==> config.mk <==
export PLATFORM = sky130hd
export DESIGN_NAME = seeq_top
export DESIGN_NICKNAME = d
export VERILOG_FILES = /design/src/seeq_pkg.sv /design/src/seeq_q_if.sv /design/src/seeq_encoder.sv /design/src/seeq_fifo.sv /design/src/seeq_top.sv
export SDC_FILE = /design/constraint.sdc
export NUM_CORES = 1
export LEC_CHECK = 0
export ABC_AREA = 1
export BUFFER_PORTS_ARGS = -buffer_cell sky130_fd_sc_hd__clkbuf_2
export CAP_MARGIN = 20
export CORE_MARGIN = 4
export CORE_UTILIZATION = 40
export CTS_CLUSTER_SIZE = 28
export DETAILED_ROUTE_END_ITERATION = 10
export PLACE_DENSITY = 0.66
export SYNTH_ARGS = -nofsm -noshare
export SYNTH_HDL_FRONTEND = slang
export SYNTH_SLANG_ARGS = --single-unit
==> constraint.sdc <==
create_clock -name clock -period 3.43 [get_ports clock]
set_clock_uncertainty 0.2 [all_clocks]
set_input_delay 0.343 -clock clock [delete_from_list [all_inputs] [get_ports clock]]
set_output_delay 0.343 -clock clock [all_outputs]
set_load 0.1 [all_outputs]
==> src/seeq_pkg.sv <==
// Package: widths, queue codes, source indices and state types for the error queue
package seeq_pkg;
    localparam int CODE_W = 16;            // Signed code width
    localparam int QUEUE_DEPTH = 16;       // Default queue depth
    localparam int NSRC = 17;              // Number of event sources
    localparam int ESR_W = 8;              // Event status register width
    // Event status register bit positions
    localparam int ESR_OPC = 0;
    localparam int ESR_QUERY = 2;
    localparam int ESR_DEVICE = 3;
    localparam logic [ESR_W-1:0] ESR_RESET = 8'h00;
    // Queue codes, two's complement
    localparam logic [CODE_W-1:0] C_NONE = 16'h0000;
    localparam logic [CODE_W-1:0] C_SYSTEM = 16'hfeca;    // -310
    localparam logic [CODE_W-1:0] C_MEMORY = 16'hfec9;    // -311
    localparam logic [CODE_W-1:0] C_CALLOST = 16'hfec7;   // -313
    localparam logic [CODE_W-1:0] C_SAVLOST = 16'hfec6;   // -314
    localparam logic [CODE_W-1:0] C_CFGLOST = 16'hfec5;   // -315
    localparam logic [CODE_W-1:0] C_SELFTEST = 16'hfeb6;  // -330
    localparam logic [CODE_W-1:0] C_OVERFLOW = 16'hfea2;  // -350
    localparam logic [CODE_W-1:0] C_COMM = 16'hfe98;      // -360
    localparam logic [CODE_W-1:0] C_FRAMING = 16'hfe96;   // -362
    localparam logic [CODE_W-1:0] C_OVERRUN = 16'hfe95;   // -363
    localparam logic [CODE_W-1:0] C_TIMEOUT = 16'hfe93;   // -365
    localparam logic [CODE_W-1:0] C_QGENERIC = 16'hfe70;  // -400
    localparam logic [CODE_W-1:0] C_QINTR = 16'hfe66;     // -410
    localparam logic [CODE_W-1:0] C_QUNTERM = 16'hfe5c;   // -420
    localparam logic [CODE_W-1:0] C_QDEADLK = 16'hfe52;   // -430
    localparam logic [CODE_W-1:0] C_QINDEF = 16'hfe48;    // -440
    localparam logic [CODE_W-1:0] C_CMDERR = 16'hff9c;    // -100
    localparam logic [CODE_W-1:0] C_OPC = 16'hfce0;       // -800
    // Class range bounds
    localparam logic [CODE_W-1:0] DEV_LO = 16'hfe71;      // -399
    localparam logic [CODE_W-1:0] DEV_HI = 16'hfed4;      // -300
    localparam logic [CODE_W-1:0] QRY_LO = 16'hfe0d;      // -499
    localparam logic [CODE_W-1:0] QRY_HI = 16'hfe70;      // -400
    // Source index order is also the drain priority
    localparam logic [CODE_W-1:0] SRC_CODE [NSRC] = '{C_SYSTEM, C_MEMORY,
        C_CALLOST, C_SAVLOST, C_CFGLOST, C_SELFTEST, C_COMM, C_FRAMING,
        C_OVERRUN, C_TIMEOUT, C_QGENERIC, C_QINTR, C_CMDERR, C_QUNTERM,
        C_QDEADLK, C_QINDEF, C_OPC};
    localparam int S_CMDERR = 12;
    localparam int S_QUNTERM = 13;
    localparam int S_OPC = 16;
    // Operation-complete tracker states
    typedef enum logic [1:0] {OPC_IDLE = 2'b01, OPC_ARMED = 2'b10} seeq_opc_t;
    // Signed range check, shared by the class bits and the checks
    function automatic logic inRange(input logic [CODE_W-1:0] c,
                                     input logic [CODE_W-1:0] lo,
                                     input logic [CODE_W-1:0] hi);
        return ($signed(c) >= $signed(lo)) && ($signed(c) <= $signed(hi));
    endfunction
endpackage

==> src/seeq_q_if.sv <==
// Interface: queue storage port between the controller and the FIFO
interface seeq_q_if #(parameter int DEPTH = 16, parameter int CW = 16);
    logic ce;                             // Clock enable
    logic push;                           // Write one code
    logic [CW-1:0] wrCode;                // Code written
    logic pop;                            // Remove oldest
    logic [CW-1:0] rdCode;                // Oldest code
    logic [$clog2(DEPTH+1)-1:0] count;    // Entries held
    logic full;
    logic empty;
    modport ctl(output ce, push, wrCode, pop, input rdCode, count, full, empty);
    modport mem(input ce, push, wrCode, pop, output rdCode, count, full, empty);
endinterface

==> src/seeq_encoder.sv <==
// Module: priority pick of one pending event and its code
module seeq_encoder (
    input wire logic [seeq_pkg::NSRC-1:0] pending,
    output logic [seeq_pkg::NSRC-1:0] grant,
    output logic [seeq_pkg::CODE_W-1:0] code,
    output logic any
);
    // Lowest index wins; one event per cycle keeps order stable
    always_comb
    begin
        logic found;
        found = 1'b0;
        grant = '0;
        code = seeq_pkg::C_NONE;
        for (int i = 0; i < seeq_pkg::NSRC; i++)
        begin
            if (pending[i] && !found)
            begin
                found = 1'b1;
                grant[i] = 1'b1;
                code = seeq_pkg::SRC_CODE[i];
            end
        end
        any = found;
    end
endmodule // seeq_encoder

==> src/seeq_fifo.sv <==
// Module: first-in first-out store for queued codes
module seeq_fifo #(
    parameter int DEPTH = 16,
    parameter int CW = 16
) (
    input wire logic clock,
    input wire logic resetn,
    seeq_q_if.mem q
);
    localparam int PW = $clog2(DEPTH);
    localparam int KW = $clog2(DEPTH + 1);
    logic [CW-1:0] store [DEPTH];         // Entry array
    logic [PW-1:0] wrPtr_r;
    logic [PW-1:0] rdPtr_r;
    logic [KW-1:0] count_r;
    logic doPush;
    logic doPop;

    assign doPop = q.pop && !q.empty;
    assign doPush = q.push && (!q.full || doPop);
    assign q.rdCode = store[rdPtr_r];
    assign q.count = count_r;
    assign q.full = (count_r == KW'(DEPTH));
    assign q.empty = (count_r == '0);

    // Storage, no reset needed: empty entries are never read out
    always_ff @(posedge clock)
    begin
        if (q.ce && doPush)
            store[wrPtr_r] <= q.wrCode;
    end

    // Pointers and occupancy; wrap handles any depth
    always_ff @(posedge clock or negedge resetn)
    begin
        if (!resetn)
        begin
            wrPtr_r <= '0;
            rdPtr_r <= '0;
            count_r <= '0;
        end
        else if (q.ce)
        begin
            if (doPush)
                wrPtr_r <= (wrPtr_r == PW'(DEPTH - 1)) ? '0 : wrPtr_r + 1'b1;
            if (doPop)
                rdPtr_r <= (rdPtr_r == PW'(DEPTH - 1)) ? '0 : rdPtr_r + 1'b1;
            if (doPush && !doPop)
                count_r <= count_r + 1'b1;
            else if (doPop && !doPush)
                count_r <= count_r - 1'b1;
        end
    end
endmodule // seeq_fifo

==> src/seeq_top.sv <==
// Module: error/event queue controller with event status bits
////////////////////////////////////////////////////////////////////////////////
module seeq_top #(
    parameter int DEPTH = seeq_pkg::QUEUE_DEPTH
) (
    input wire logic clock,
    input wire logic resetn,
    input wire logic ce,
    input wire logic sysFault,
    input wire logic memParityFault,
    input wire logic calDataLost,
    input wire logic saveDataLost,
    input wire logic cfgDataLost,
    input wire logic selfTestFail,
    input wire logic serCommFault,
    input wire logic flowCtrlEn,
    input wire logic serFramingFault,
    input wire logic serOverrun,
    input wire logic serTimeout,
    input wire logic queryFault,
    input wire logic newCommand,
    input wire logic respUnread,
    input wire logic respRead,
    input wire logic queryValid,
    input wire logic inBufFull,
    input wire logic outBufFull,
    input wire logic binaryRespSend,
    input wire logic chainedQuery,
    input wire logic indefRespPending,
    input wire logic opcArm,
    input wire logic opsPending,
    input wire logic errRead,
    input wire logic esrClear,
    output logic errValid,
    output logic [seeq_pkg::CODE_W-1:0] errCode,
    output logic [$clog2(DEPTH+1)-1:0] queueCount,
    output logic queueEmpty,
    output logic [seeq_pkg::ESR_W-1:0] esr,
    output logic opcArmed
);
    localparam int KW = $clog2(DEPTH + 1);
    localparam int NS = seeq_pkg::NSRC;
    localparam int CW = seeq_pkg::CODE_W;

    ////////////////////////////////////////////////////////////////////////////
    // Declarations
    seeq_q_if #(.DEPTH(DEPTH), .CW(CW)) q ();
    logic [NS-1:0] pending_r;             // Events waiting to enter the queue
    logic [NS-1:0] pending_nxt;
    logic [NS-1:0] newEvt;                // Events raised this cycle
    logic [NS-1:0] grant;                 // Event taken this cycle
    logic [CW-1:0] pickCode;              // Its code
    logic anyPend;
    logic queueTight;                     // At most the reserved slot is left
    logic opcDone;                        // Armed and all operations finished
    seeq_pkg::seeq_opc_t opcState_r;
    logic [seeq_pkg::ESR_W-1:0] esr_r;
    logic [seeq_pkg::ESR_W-1:0] esrSet;
    logic errValid_r;
    logic [CW-1:0] errCode_r;

    ////////////////////////////////////////////////////////////////////////////
    // Submodules
    seeq_fifo #(.DEPTH(DEPTH), .CW(CW)) u_fifo (
        .clock(clock),
        .resetn(resetn),
        .q(q.mem)
    );

    seeq_encoder u_enc (
        .pending(pending_r),
        .grant(grant),
        .code(pickCode),
        .any(anyPend)
    );

    ////////////////////////////////////////////////////////////////////////////
    // Event capture
    // The last free entry is kept back for the overflow marker and the -430 code
    assign queueTight = (q.count >= KW'(DEPTH - 1));
    assign opcDone = (opcState_r == seeq_pkg::OPC_ARMED) && !opsPending;

    // Raw events mapped to sources, in drain priority order
    always_comb
    begin
        newEvt = '0;
        newEvt[0] = sysFault;
        newEvt[1] = memParityFault;
        newEvt[2] = calDataLost;
        newEvt[3] = saveDataLost;
        newEvt[4] = cfgDataLost;
        newEvt[5] = selfTestFail;
        // Flow control masks line faults the handshake would absorb
        newEvt[6] = serCommFault && !flowCtrlEn;
        newEvt[7] = serFramingFault;
        newEvt[8] = serOverrun;
        newEvt[9] = serTimeout;
        newEvt[10] = queryFault;
        newEvt[11] = newCommand && respUnread;
        // Command error is drained before the unterminated code
        newEvt[seeq_pkg::S_CMDERR] = respRead && !queryValid;
        newEvt[seeq_pkg::S_QUNTERM] = respRead && !queryValid;
        newEvt[14] = binaryRespSend && inBufFull && outBufFull
                     && queueTight;
        newEvt[15] = chainedQuery && indefRespPending;
        newEvt[seeq_pkg::S_OPC] = opcDone;
    end

    // A new event on a source beats the drain of the same source
    assign pending_nxt = (pending_r & ~grant) | newEvt;

    // Pending flags, one per source
    always_ff @(posedge clock or negedge resetn)
    begin
        if (!resetn)
            pending_r <= '0;
        else if (ce)
            pending_r <= pending_nxt;
    end

    ////////////////////////////////////////////////////////////////////////////
    // Queue write
    // One code per cycle; the granted event always leaves pending, so a
    // full queue drops it rather than stalling later events
    always_comb
    begin
        q.ce = ce;
        q.push = 1'b0;
        q.wrCode = pickCode;
        if (anyPend && !queueTight)
        begin
            q.push = 1'b1;
        end
        else if (anyPend && !q.full)
        begin
            // Deadlock code may use the last slot, any other becomes -350
            q.push = 1'b1;
            if (pickCode != seeq_pkg::C_QDEADLK)
                q.wrCode = seeq_pkg::C_OVERFLOW;
        end
    end

    ////////////////////////////////////////////////////////////////////////////
    // Queue read
    // Pop only when something is held; an empty read still answers
    assign q.pop = ce && errRead && !q.empty;

    // Read answer: oldest code, or zero for no error
    always_ff @(posedge clock or negedge resetn)
    begin
        if (!resetn)
        begin
            errValid_r <= 1'b0;
            errCode_r <= seeq_pkg::C_NONE;
        end
        else if (ce)
        begin
            errValid_r <= errRead;
            if (errRead)
                errCode_r <= q.empty ? seeq_pkg::C_NONE : q.rdCode;
        end
    end

    ////////////////////////////////////////////////////////////////////////////
    // Operation complete tracker
    // Arming while already armed just stays armed
    always_ff @(posedge clock or negedge resetn)
    begin
        if (!resetn)
            opcState_r <= seeq_pkg::OPC_IDLE;
        else if (ce)
        begin
            case (opcState_r)
                seeq_pkg::OPC_IDLE:
                    if (opcArm)
                        opcState_r <= seeq_pkg::OPC_ARMED;
                seeq_pkg::OPC_ARMED:
                    if (opcDone)
                        opcState_r <= seeq_pkg::OPC_IDLE;
                default:
                    opcState_r <= seeq_pkg::OPC_IDLE;
            endcase
        end
    end

    ////////////////////////////////////////////////////////////////////////////
    // Event status register
    // Class bits follow the code actually recorded, so -350 counts as device class
    always_comb
    begin
        esrSet = '0;
        if (q.push)
        begin
            esrSet[seeq_pkg::ESR_DEVICE] = seeq_pkg::inRange(q.wrCode,
                seeq_pkg::DEV_LO, seeq_pkg::DEV_HI);
            esrSet[seeq_pkg::ESR_QUERY] = seeq_pkg::inRange(q.wrCode,
                seeq_pkg::QRY_LO, seeq_pkg::QRY_HI);
        end
        // Completion is reported even if its queue entry was lost
        esrSet[seeq_pkg::ESR_OPC] = opcDone;
    end

    // Sticky bits; a set in the clearing cycle survives the clear
    always_ff @(posedge clock or negedge resetn)
    begin
        if (!resetn)
            esr_r <= seeq_pkg::ESR_RESET;
        else if (ce)
            esr_r <= (esrClear ? '0 : esr_r) | esrSet;
    end

    ////////////////////////////////////////////////////////////////////////////
    // Outputs
    assign errValid = errValid_r;
    assign errCode = errCode_r;
    assign queueCount = q.count;
    assign queueEmpty = q.empty;
    assign esr = esr_r;
    assign opcArmed = (opcState_r == seeq_pkg::OPC_ARMED);
endmodule // seeq_top

==> results of run 1 <==
==> layout by cell type, fill, tap and decap left out, drive strengths merged, types with 3 or more instances in the layout <==
cell type    count
clkbuf          89
o22ai            4
nor4             4
inv             66
nor3             4
nand3           28
a31oi            9
conb             5
o21ai           98
bufinv           3
dlygate4sd3     25
o221ai          18
nor2            99
nand2          146
ha               9
edfxtp         176
dfrtp           46
clkinv           4
a22o             6
xor2             6
a21oi           27
o2111ai          3
buf             24
nand4           18
a32o            10
==> stage by stage <==
step           setup slack, ns  hold WS, ns
2_1_floorplan            0.104       -0.153
3_3_place_gp             0.396        0.269
3_5_place_dp             0.358        0.265
4_1_cts                  0.319      0.00569
5_1_grt                 0.0366       0.0186
6_report                 0.388       0.0208
==> power by group <==
group          leakage (nW)  switching, mW  total (mW)  internal [mW]
sequential             1.95          0.237        3.66           3.42
clock                 0.378           1.00        2.57           1.57
combinational          1.91           2.77        3.63          0.863
total                  4.24           4.01        9.86           5.85
==> critical path: stages, from the launching register on <==
cell and delay (ns):
sky130_fd_sc_hd__dfrtp_1 0.42, sky130_fd_sc_hd__nor2_4 0.18, sky130_fd_sc_hd__nand3_4 0.11, sky130_fd_sc_hd__nor2_4 0.12, sky130_fd_sc_hd__nand4_4 0.11, sky130_fd_sc_hd__nor2_4 0.13, sky130_fd_sc_hd__nand4_4 0.11, sky130_fd_sc_hd__nor2_4 0.15
sky130_fd_sc_hd__nand4_4 0.09, sky130_fd_sc_hd__nand2_1 0.07, sky130_fd_sc_hd__inv_1 0.04, sky130_fd_sc_hd__ha_1 0.20, sky130_fd_sc_hd__inv_2 0.11, sky130_fd_sc_hd__ha_1 0.27, sky130_fd_sc_hd__nand2_1 0.09, sky130_fd_sc_hd__nand2_1 0.05
sky130_fd_sc_hd__a21oi_1 0.16, sky130_fd_sc_hd__nand2_1 0.07, sky130_fd_sc_hd__nand2_1 0.06, sky130_fd_sc_hd__nor2_1 0.05, sky130_fd_sc_hd__xor2_1 0.13
==> logic make-up after synthesis <==
group | share of synthesized area (%)
simple gates | 14.4
fa+ha+maj | 1.39
compound gates | 11.2
buf+inv | 4.86
other cells | 0.0392
xor+xnor | 0.628
flops | 67.5
==> sequential cells by signal, summed over array words and instances, names as in the netlist <==
register,cells
u_fifo.store,176
pending_r,17
errCode,11
u_fifo.q.count,5
u_fifo.rdPtr_r,4
u_fifo.wrPtr_r,4
esr,3
opcState_r,2
errValid,1
==> final cells by class <==
cell class	instances	area (um2)
multi-input cells	500	2670
flip-flops and latches	223	6470
clock buffers	35	663
inverters	66	250
repair buffers	103	738
clock inverters	9	125
fillers	2064	12200
well taps	319	399
==> worst paths after layout <==
check,slack [ns],cells after the start,endpoint
setup / recovery,0.39,20,u_fifo.q.count[4]
hold / removal,0.02,4,pending_r[16]
setup reg to reg,0.39,20,u_fifo.q.count[4]
hold reg to reg,0.28,2,errValid
max in group asynchronous,1.87,3,opcState_r[0]
min in group asynchronous,0.29,2,esr[3]
==> metal layers <==
layer,global-route usage [%],vias up,routed length [um]
li1,-,3115,-
met3,2.76,33,1490
met1,24.4,3189,10100
met4,4.69,0,520
met5,0,-,0
met2,27.2,233,10300
==> timing repair <==
item                       4_1_cts  5_1_grt
resized for setup                0        1
hold endpoints to repair        47        0
setup endpoints to repair        0        1
hold buffers                    25        0
setup buffers                    0        0
==> run summary, run 1 <==
====================================================================================================
TritonCTS clock tree                                                                           built
# port buffers                                                                                    54
Transition time of the tightest slew-check pin                                               1.04 ns
Path type of the worst setup path                                                         reg -> reg
Register bit total from synthesis                                                                223
Area overhead of the layout relative to synthesis                                              18.2%
Standard-cell row count                                                                           56
First-pass GRT wire length                                                                 35,600 um
Clock network latency to the later pin of the worst-skew pair                                0.51 ns
Placed Cells                                                                                   1,186
Top-Level Pins                                                                                    60
Status                                                                                  finished, final reports clean
Most repeated cell in the gate-level netlist after synthesis                            sky130_fd_sc_hd__edfxtp_1
Post-DR vias/cell                                                                               5.24
Layout cell share with drive strength beyond 1                                                 15.3%
Number of flops mapped to enable cells by yosys                                                  176
FF-to-FF Start                                                                          pending_r[3]
Initial antenna violation count                                                                    0
Initial standard-cell utilization of the core                                                  40.8%
Share of the cycle needed by the critical path after routing                                   88.7%
Worst-case vdd ir drop                                                                        697 uV
Core Footprint                                                                            23,500 um2
Start point of the critical path                                                        pending_r[3]
Sequential share of the synthesized area                                                       67.5%
DRT Wirelength                                                                             22,400 um
CTS max path bufs                                                                                  3
Largest area contributor in the synthesized netlist                                     sky130_fd_sc_hd__edfxtp_1
1st-iter DRT viols                                                                               589
Total power consumption of the routed design                                                 9.86 mW
Area share of the largest cell type after synthesis                                            55.2%
Setup repair after global routing missed its margin                                            false
Vertical extent of the die                                                                    163 um
Crit path DAT                                                                                3.22 ns
Syn_area_per_cell                                                                           11.5 um2
Nets@finish                                                                                      956
Final slew viol count                                                                              0
Number of levels the H-tree was split into                                                         1
Full die area                                                                             26,500 um2
Post-route setup TNS                                                                            0 ns
DRC violation count after routing                                                                  0
Sum of net half-perimeters after detailed placement                                        14,000 um
Origin of the worst min-delay path                                                        opsPending
Top post-synthesis cells by count                                                       sky130_fd_sc_hd__edfxtp_1, sky130_fd_sc_hd__nand2_1, sky130_fd_sc_hd__o21ai_0, sky130_fd_sc_hd__nor2_1, sky130_fd_sc_hd__inv_1
Placed standard-cell area                                                                 10,300 um2
Number of max-capacitance violations reported                                                      0
Most used flip-flop cell after synthesis                                                sky130_fd_sc_hd__edfxtp_1
Share of flip-flops with an asynchronous set or reset                                          21.1%
Cell area after layout                                                                    11,300 um2
Worst relative slew slack                                                                      30.4%
Warnings, synthesis                                                                                0
Total count of hold-check failures in the final report                                             0
Root Buffer Master                                                                      sky130_fd_sc_hd__clkbuf_16
Kind of start point of the critical path                                                    register
Number of antenna diodes                                                                           0
Largest net degree at the start of global routing                                                102
Post-Route Utilization                                                                         48.2%
Count of vias placed by the detailed router                                                    6,570
Last weighted congestion value of the routability-driven placer                                0.855
Leakage                                                                                      4.24 nW
Data required time of the critical path                                                      3.61 ns
Max Clock Freq                                                                               329 MHz
Overall Global Routing Usage                                                                   17.0%
TritonRoute pass-1 iters                                                                           5
Setup violations, final                                                                            0
Detail-routed net length per standard cell                                                   17.9 um
Vias in the first global route                                                                 6,427
Synth unique cells                                                                                42
Final Non-Filler Cells                                                                         1,255
Class of the tightest hold or removal check                                                in -> reg
Cell area after synthesis                                                                   9570 um2
CP Capture Type                                                                             register
Largest fanout of any net on the critical path                                                     5
Pwr/cell area                                                                             872 nW/um2
Post-detailed-route count of antenna-violating nets                                                0
Clock-pin slew reported for the worst setup and hold paths after clock tree synthesis        0.06 ns
Post-route minimum period                                                                    3.04 ns
Horiz. Die Dim                                                                                163 um
Overflow left after global routing                                                                 0
TritonCTS buffer count                                                                            24
Top cells by area in the synthesized netlist                                            sky130_fd_sc_hd__edfxtp_1, sky130_fd_sc_hd__dfrtp_1, sky130_fd_sc_hd__nand2_1, sky130_fd_sc_hd__o21ai_0, sky130_fd_sc_hd__nor2_1
Total clock sinks                                                                                223
Cell count after synthesis                                                                       832
====================================================================================================
Note: power is estimated with default switching activity, not from simulation.
==> run 2: changes to the inputs <==
Settings changed: ABC_AREA 1 to default, PLACE_DENSITY 0.66 to 0.67, SETUP_SLACK_MARGIN from default to 0.5.
==> run 2 against run 1 <==
Net effect:
- count of clock-buffer cells in the layout decreased by 4
- register-to-register slack improved by 0.17 ns
- cell area decreased by 1.9%
- via count decreased by 18%
- synthesized cell count decreased by 32%
- synthesized area decreased by 2.6%
- cell count decreased by 22%
- non-clock buffer count decreased by 6
- critical endpoint unchanged
- largest power group unchanged
==> run summary, run 2 <==
====================================================================================================
Full die area                                                                             25,800 um2
Clock-pin slew reported for the worst setup and hold paths after clock tree synthesis        0.06 ns
Standard-cell row count                                                                           55
Worst-case vdd ir drop                                                                        726 uV
Share of flip-flops with an asynchronous set or reset                                          21.1%
Clock network latency to the later pin of the worst-skew pair                                0.50 ns
Setup violations, final                                                                            0
Nets@finish                                                                                      690
Share of the cycle needed by the critical path after routing                                   83.7%
Largest area contributor in the synthesized netlist                                     sky130_fd_sc_hd__edfxtp_1
Max Clock Freq                                                                               348 MHz
Total count of hold-check failures in the final report                                             0
Top library cells by usage in the layout, fill and taps aside                           sky130_fd_sc_hd__edfxtp_1, sky130_fd_sc_hd__clkbuf_2, sky130_fd_sc_hd__mux4_2
Vias in the first global route                                                                 5,639
Root Buffer Master                                                                      sky130_fd_sc_hd__clkbuf_16
Layout cell share with drive strength beyond 1                                                 28.9%
Horiz. Die Dim                                                                                161 um
1st-iter DRT viols                                                                               702
Number of levels the H-tree was split into                                                         1
Post-detailed-route count of antenna-violating nets                                                0
Data required time of the critical path                                                      3.61 ns
Area share of the largest cell type after synthesis                                            56.7%
Post-route setup TNS                                                                            0 ns
Top post-synthesis cells by count                                                       sky130_fd_sc_hd__edfxtp_1, sky130_fd_sc_hd__dfrtp_1, sky130_fd_sc_hd__mux4_2, sky130_fd_sc_hd__nand2_1
Sequential share of the synthesized area                                                       69.3%
Overflow left after global routing                                                                 0
# port buffers                                                                                    54
Crit path DAT                                                                                3.06 ns
Largest net degree at the start of global routing                                                 49
Cell area after synthesis                                                                   9330 um2
Area overhead of the layout relative to synthesis                                              19.0%
Sum of net half-perimeters after detailed placement                                        13,200 um
Initial antenna violation count                                                                    0
DRT Wirelength                                                                             20,700 um
First-pass GRT wire length                                                                 32,400 um
Transition time of the tightest slew-check pin                                               1.02 ns
DRC violation count after routing                                                                  0
Total clock sinks                                                                                223
Number of antenna diodes                                                                           0
CTS max path bufs                                                                                  3
Post-Route Utilization                                                                         48.7%
Post-route minimum period                                                                    2.87 ns
Top-Level Pins                                                                                    60
Final slew viol count                                                                              0
Register with the highest flop count                                                    u_fifo.store
Count of vias placed by the detailed router                                                    5,400
Vertical extent of the die                                                                    161 um
Pwr/cell area                                                                             872 nW/um2
Number of flops mapped to enable cells by yosys                                                  176
TritonCTS buffer count                                                                            23
Initial standard-cell utilization of the core                                                  40.9%
Post-DR vias/cell                                                                               5.50
TritonRoute pass-1 iters                                                                           5
Number of flip-flops under the largest register name                                             176
TritonCTS clock tree                                                                           built
Syn_area_per_cell                                                                           16.6 um2
Register bit total from synthesis                                                                223
Class of the tightest hold or removal check                                              in -> async
Cell count after synthesis                                                                       562
Setup repair after global routing missed its margin                                             true
Largest fanout of any net on the critical path                                                     8
Status                                                                                  finished, final reports clean
Number of max-capacitance violations reported                                                      0
Warnings, synthesis                                                                                0
Most repeated cell in the gate-level netlist after synthesis                            sky130_fd_sc_hd__edfxtp_1
CP Capture Type                                                                             register
Synth unique cells                                                                                59
Worst relative slew slack                                                                      32.0%
Top cells by area in the synthesized netlist                                            sky130_fd_sc_hd__edfxtp_1, sky130_fd_sc_hd__dfrtp_1, sky130_fd_sc_hd__mux4_2, sky130_fd_sc_hd__a22oi_1, sky130_fd_sc_hd__a22o_1
Detail-routed net length per standard cell                                                   21.1 um
Last weighted congestion value of the routability-driven placer                                0.822
Leakage                                                                                      3.76 nW
Hold_ws                                                                                    0.0139 ns
Fillcell total                                                                                 1,843
Overall Global Routing Usage                                                                   16.0%
Most used flip-flop cell after synthesis                                                sky130_fd_sc_hd__edfxtp_1
Path type of the worst setup path                                                         reg -> reg
Core Footprint                                                                            22,800 um2
Kind of start point of the critical path                                                    register
Leading cell type in the layout, fill and taps excluded                                 sky130_fd_sc_hd__edfxtp_1
====================================================================================================
-- run 2: cell count changes after synthesis, moves of 24 or more --
cell                      previous run  this run
sky130_fd_sc_hd__inv_1              61        13
sky130_fd_sc_hd__o21ai_0            95        24
sky130_fd_sc_hd__nand2_1           143        41
sky130_fd_sc_hd__nor2_1             92        18
sky130_fd_sc_hd__mux4_2              0        44
sky130_fd_sc_hd__a22oi_1             0        24
-- run 2: final cells by class --
cell class / instances / area, um2 / area share (%)
clock buffer: 31 / 616 / 5.55
clock inverter: 10 / 134 / 1.21
inverter: 13 / 48.8 / 0.440
multi-input combinational: 294 / 2720 / 24.5
sequential: 223 / 6490 / 58.5
tap: 313 / 392 / 3.53
timing repair buffer: 97 / 703 / 6.34
-- run 2: report_power, final --
part | total (mW) | switching (mW) | internal [mW]
Sequential | 3.80 | 0.337 | 3.46
Clock | 2.47 | 0.982 | 1.49
Combinational | 3.40 | 2.33 | 1.07
-- run 2: what timing repair did --
action                                  CTS  global route
endpoints found under the hold margin    54             0
gates resized for setup                   4            12
hold buffers                             24             0
setup buffers                             2             2
endpoints found under the setup margin   67            90
pin swaps                                 1             3
-- run 2: path summary, 6_finish.rpt --
path / start / endpoint / slack [ns] / cells after the start
worst max-delay path: pending_r[0] / u_fifo.q.count[4] / 0.56 / 12
worst min-delay path: resetn / u_fifo.q.count[0] / 0.01 / 2
worst max register to register: pending_r[0] / u_fifo.q.count[4] / 0.56 / 12
worst min register to register: esr[0] / esr[0] / 0.28 / 1
max in group asynchronous: resetn / pending_r[7] / 2.32 / 4
min in group clock: outBufFull / pending_r[14] / 0.06 / 4
-- run 2: cells by family after synthesis --
family,after synthesis,synth area share [%]
multiplexers,48,11.1
other,1,0.0402
AND/OR/NAND/NOR,123,7.19
AO/OA/AOI/OAI,101,7.67
flip-flops,223,69.3
buffers and inverters,49,2.60
adder cells (fa/ha/maj),10,1.42
XOR/XNOR,7,0.657
-- run 2: critical path, cell delays in order, from the launching register on --
cell,delay [ns]
sky130_fd_sc_hd__dfrtp_2,0.46
sky130_fd_sc_hd__nor4_4,0.33
sky130_fd_sc_hd__nand4_1,0.19
sky130_fd_sc_hd__nand2b_4,0.20
sky130_fd_sc_hd__and2_1,0.14
sky130_fd_sc_hd__ha_2,0.18
sky130_fd_sc_hd__inv_2,0.10
sky130_fd_sc_hd__ha_1,0.28
sky130_fd_sc_hd__a21o_1,0.20
sky130_fd_sc_hd__a21oi_2,0.15
sky130_fd_sc_hd__xnor2_1,0.14
sky130_fd_sc_hd__nor2_1,0.07
sky130_fd_sc_hd__xnor2_1,0.13
-- run 2: stage by stage --
stage	cells	instance area, um2	setup slack (ns)	total power [mW]
final	981	11100	0.558	9.67
after global routing	981	11100	0.376	10.1
after CTS	978	11000	0.531	9.71
after detailed placement	911	10000	0.240	7.23
after global placement	911	10000	0.323	7.10
after floorplan	566	9410	0.536	6.35
-- run 2: metal layers --
metal | global-route usage (%) | up-vias | wire, um
li1 | - | 2399 | -
met1 | 20.9 | 2767 | 8200
met2 | 27.9 | 192 | 10600
met3 | 2.13 | 42 | 1260
met4 | 4.73 | 0 | 597
met5 | 0 | - | 0
==> run 3: changes to the inputs <==
Settings changed: PLACE_DENSITY 0.67 to 0.69.
Clock period 3.43 ns to 2.45 ns, I/O delays scaled along.
==> run 3 against run 2 <==
Net effect:
- hold slack improved by 0.044 ns
- largest power group is now combinational logic
- count of clock-buffer cells in the layout down 4
- cell area is 18% higher
- critical path type unchanged
- the flow now finishes with violations (negative setup slack)
==> run summary, run 3 (same netlist as run 2, synthesis figures left out) <==
====================================================================================================
Total area of multi-input combinational cells                                               3470 um2
Worst reg-to-reg path cell count                                                                  12
First-pass GRT wire length                                                                 38,900 um
Placed standard-cell area                                                                 10,600 um2
Leakage                                                                                      4.63 nW
Full die area                                                                             25,800 um2
Post-DR vias/cell                                                                               5.74
Number of levels the H-tree was split into                                                         1
Standard-cell row count                                                                           55
Crit path DAT                                                                                2.93 ns
Clock network latency to the later pin of the worst-skew pair                                0.52 ns
Sum of net half-perimeters after detailed placement                                        13,000 um
Seq. cell area                                                                              6480 um2
TritonRoute pass-1 iters                                                                           5
Count of vias placed by the detailed router                                                    6,326
Max Clock Freq                                                                               366 MHz
Kind of start point of the critical path                                                    register
Number of flip-flops under the largest register name                                             176
Total clock sinks                                                                                223
Worst relative slew slack                                                                      41.7%
Post-Route Utilization                                                                         57.6%
Clock-pin slew reported for the worst setup and hold paths after clock tree synthesis        0.06 ns
Status                                                                                  finished with violations
Vias in the first global route                                                                 6,453
Top-Level Pins                                                                                    60
Data required time of the critical path                                                      2.65 ns
TritonCTS clock tree                                                                           built
Total count of hold-check failures in the final report                                             0
Post-route minimum period                                                                    2.73 ns
Post-detailed-route count of antenna-violating nets                                                0
1st-iter DRT viols                                                                               568
CP Capture Type                                                                             register
Slowest cell on the critical path                                                       sky130_fd_sc_hd__dfrtp_1
# port buffers                                                                                    54
Horiz. Die Dim                                                                                161 um
Vertical extent of the die                                                                    161 um
DRC violation count after routing                                                                  0
Count of cells along the worst hold path                                                           4
Overall Global Routing Usage                                                                   19.7%
Initial antenna violation count                                                                    0
Share of the cycle needed by the critical path after routing                                    112%
Largest fanout of any net on the critical path                                                     4
Final slew viol count                                                                              0
Setup repair after global routing missed its margin                                             true
Register with the highest flop count                                                    u_fifo.store
CTS max path bufs                                                                                  3
Sequence of cells on the critical path                                                  nor4_4 > nand4_1 > nand2b_4 > and2_4 > ha_4 > inv_4 > ha_4 > a21o_1 > a21oi_2 > xnor2_1 > nor2_1 > xnor2_1
Number of antenna diodes                                                                           0
Overflow left after global routing                                                                 0
DRT Wirelength                                                                             27,000 um
Top library cells by usage in the layout, fill and taps aside                           sky130_fd_sc_hd__edfxtp_1, sky130_fd_sc_hd__buf_4, sky130_fd_sc_hd__clkbuf_2
Nets@finish                                                                                      810
Core Footprint                                                                            22,800 um2
Fillcell total                                                                                 1,606
Violated checks                                                                         negative setup slack
Maximum cell stage delay along the critical path                                             0.41 ns
Number of max-capacitance violations reported                                                      0
Setup violations, final                                                                          129
Setup WS post-layout                                                                       -0.283 ns
Cell area after layout                                                                    13,100 um2
Last weighted congestion value of the routability-driven placer                                0.879
Worst-case vdd ir drop                                                                        889 uV
Largest net degree at the start of global routing                                                 49
Root Buffer Master                                                                      sky130_fd_sc_hd__clkbuf_16
Layout cell share with drive strength beyond 1                                                 48.7%
Area overhead of the layout relative to synthesis                                              40.8%
Initial standard-cell utilization of the core                                                  40.9%
TritonCTS buffer count                                                                            24
Pwr/cell area                                                                            1260 nW/um2
Class of the tightest hold or removal check                                                in -> reg
Path type of the worst setup path                                                         reg -> reg
Detail-routed net length per standard cell                                                   24.5 um
Transition time of the tightest slew-check pin                                              0.875 ns
Leading cell type in the layout, fill and taps excluded                                 sky130_fd_sc_hd__edfxtp_1
====================================================================================================
==> run 3: metrics by stage <==
stage	hold WS [ns]	worst slack, ns	setup TNS [ns]	instances	total power [mW]
detailed placement	0.173	-0.263	-1.78	949	10.5
global route	0.0757	-0.436	-15.59	1103	17.1
finish	0.0577	-0.283	-4.36	1103	16.5
floorplan	-0.251	-0.375	-2.47	566	9.14
global placement	0.150	-0.239	-0.772	949	10.4
CTS	0.0459	-0.234	-1.31	1079	15.6
==> run 3: cell type report <==
type	instances	area share (%)
clock inverter	17	1.48
multi-input combinational	316	26.5
sequential	223	49.4
inverter	13	0.410
tap	313	2.98
clock buffer	27	4.66
timing repair buffer	194	14.6
==> run 3: worst max-delay path: cells and delay by family, from the launching register on <==
family,cells,cell delay [ns]
AO/OA/AOI/OAI,2,0.29
XOR/XNOR,2,0.26
adder cells (fa/ha/maj),2,0.36
buffers and inverters,1,0.08
flip-flops,1,0.41
AND/OR/NAND/NOR,5,1.02
==> run 3: metal layers <==
layer / global-route usage (%) / wire length [um]
met5: 0 / 0
met1: 25.4 / 10300
met4: 6.34 / 1030
met3: 4.03 / 2000
met2: 33.8 / 13600
==> run 3: path summary, 6_finish.rpt <==
kind | endpoint | slack [ns] | startpoint
min in group asynchronous | u_fifo.rdPtr_r[1] | 0.17 | resetn
hold reg to reg | esr[3] | 0.30 | esr[3]
setup reg to reg | u_fifo.q.count[4] | -0.28 | pending_r[7]
hold / removal | errValid | 0.06 | errRead
setup / recovery | u_fifo.q.count[4] | -0.28 | pending_r[7]
max in group asynchronous | pending_r[14] | 1.04 | resetn
==> run 3: report_power, final <==
part | internal [mW] | leakage (nW) | total, mW | switching (mW)
Combinational | 3.18 | 2.31 | 7.62 | 4.44
Sequential | 4.84 | 1.92 | 5.20 | 0.362
Clock | 2.22 | 0.397 | 3.69 | 1.46
Total | 10.2 | 4.63 | 16.5 | 6.27
==> run 3: repair_timing <==
item / in CTS / in global routing
hold buffers: 25 / 0
hold endpoints to repair: 49 / 0
buffers inserted: 31 / 23
gates cloned: 30 / 1
pin swaps: 32 / 38
resized for setup: 94 / 83
endpoints found under the setup margin: 368 / 383
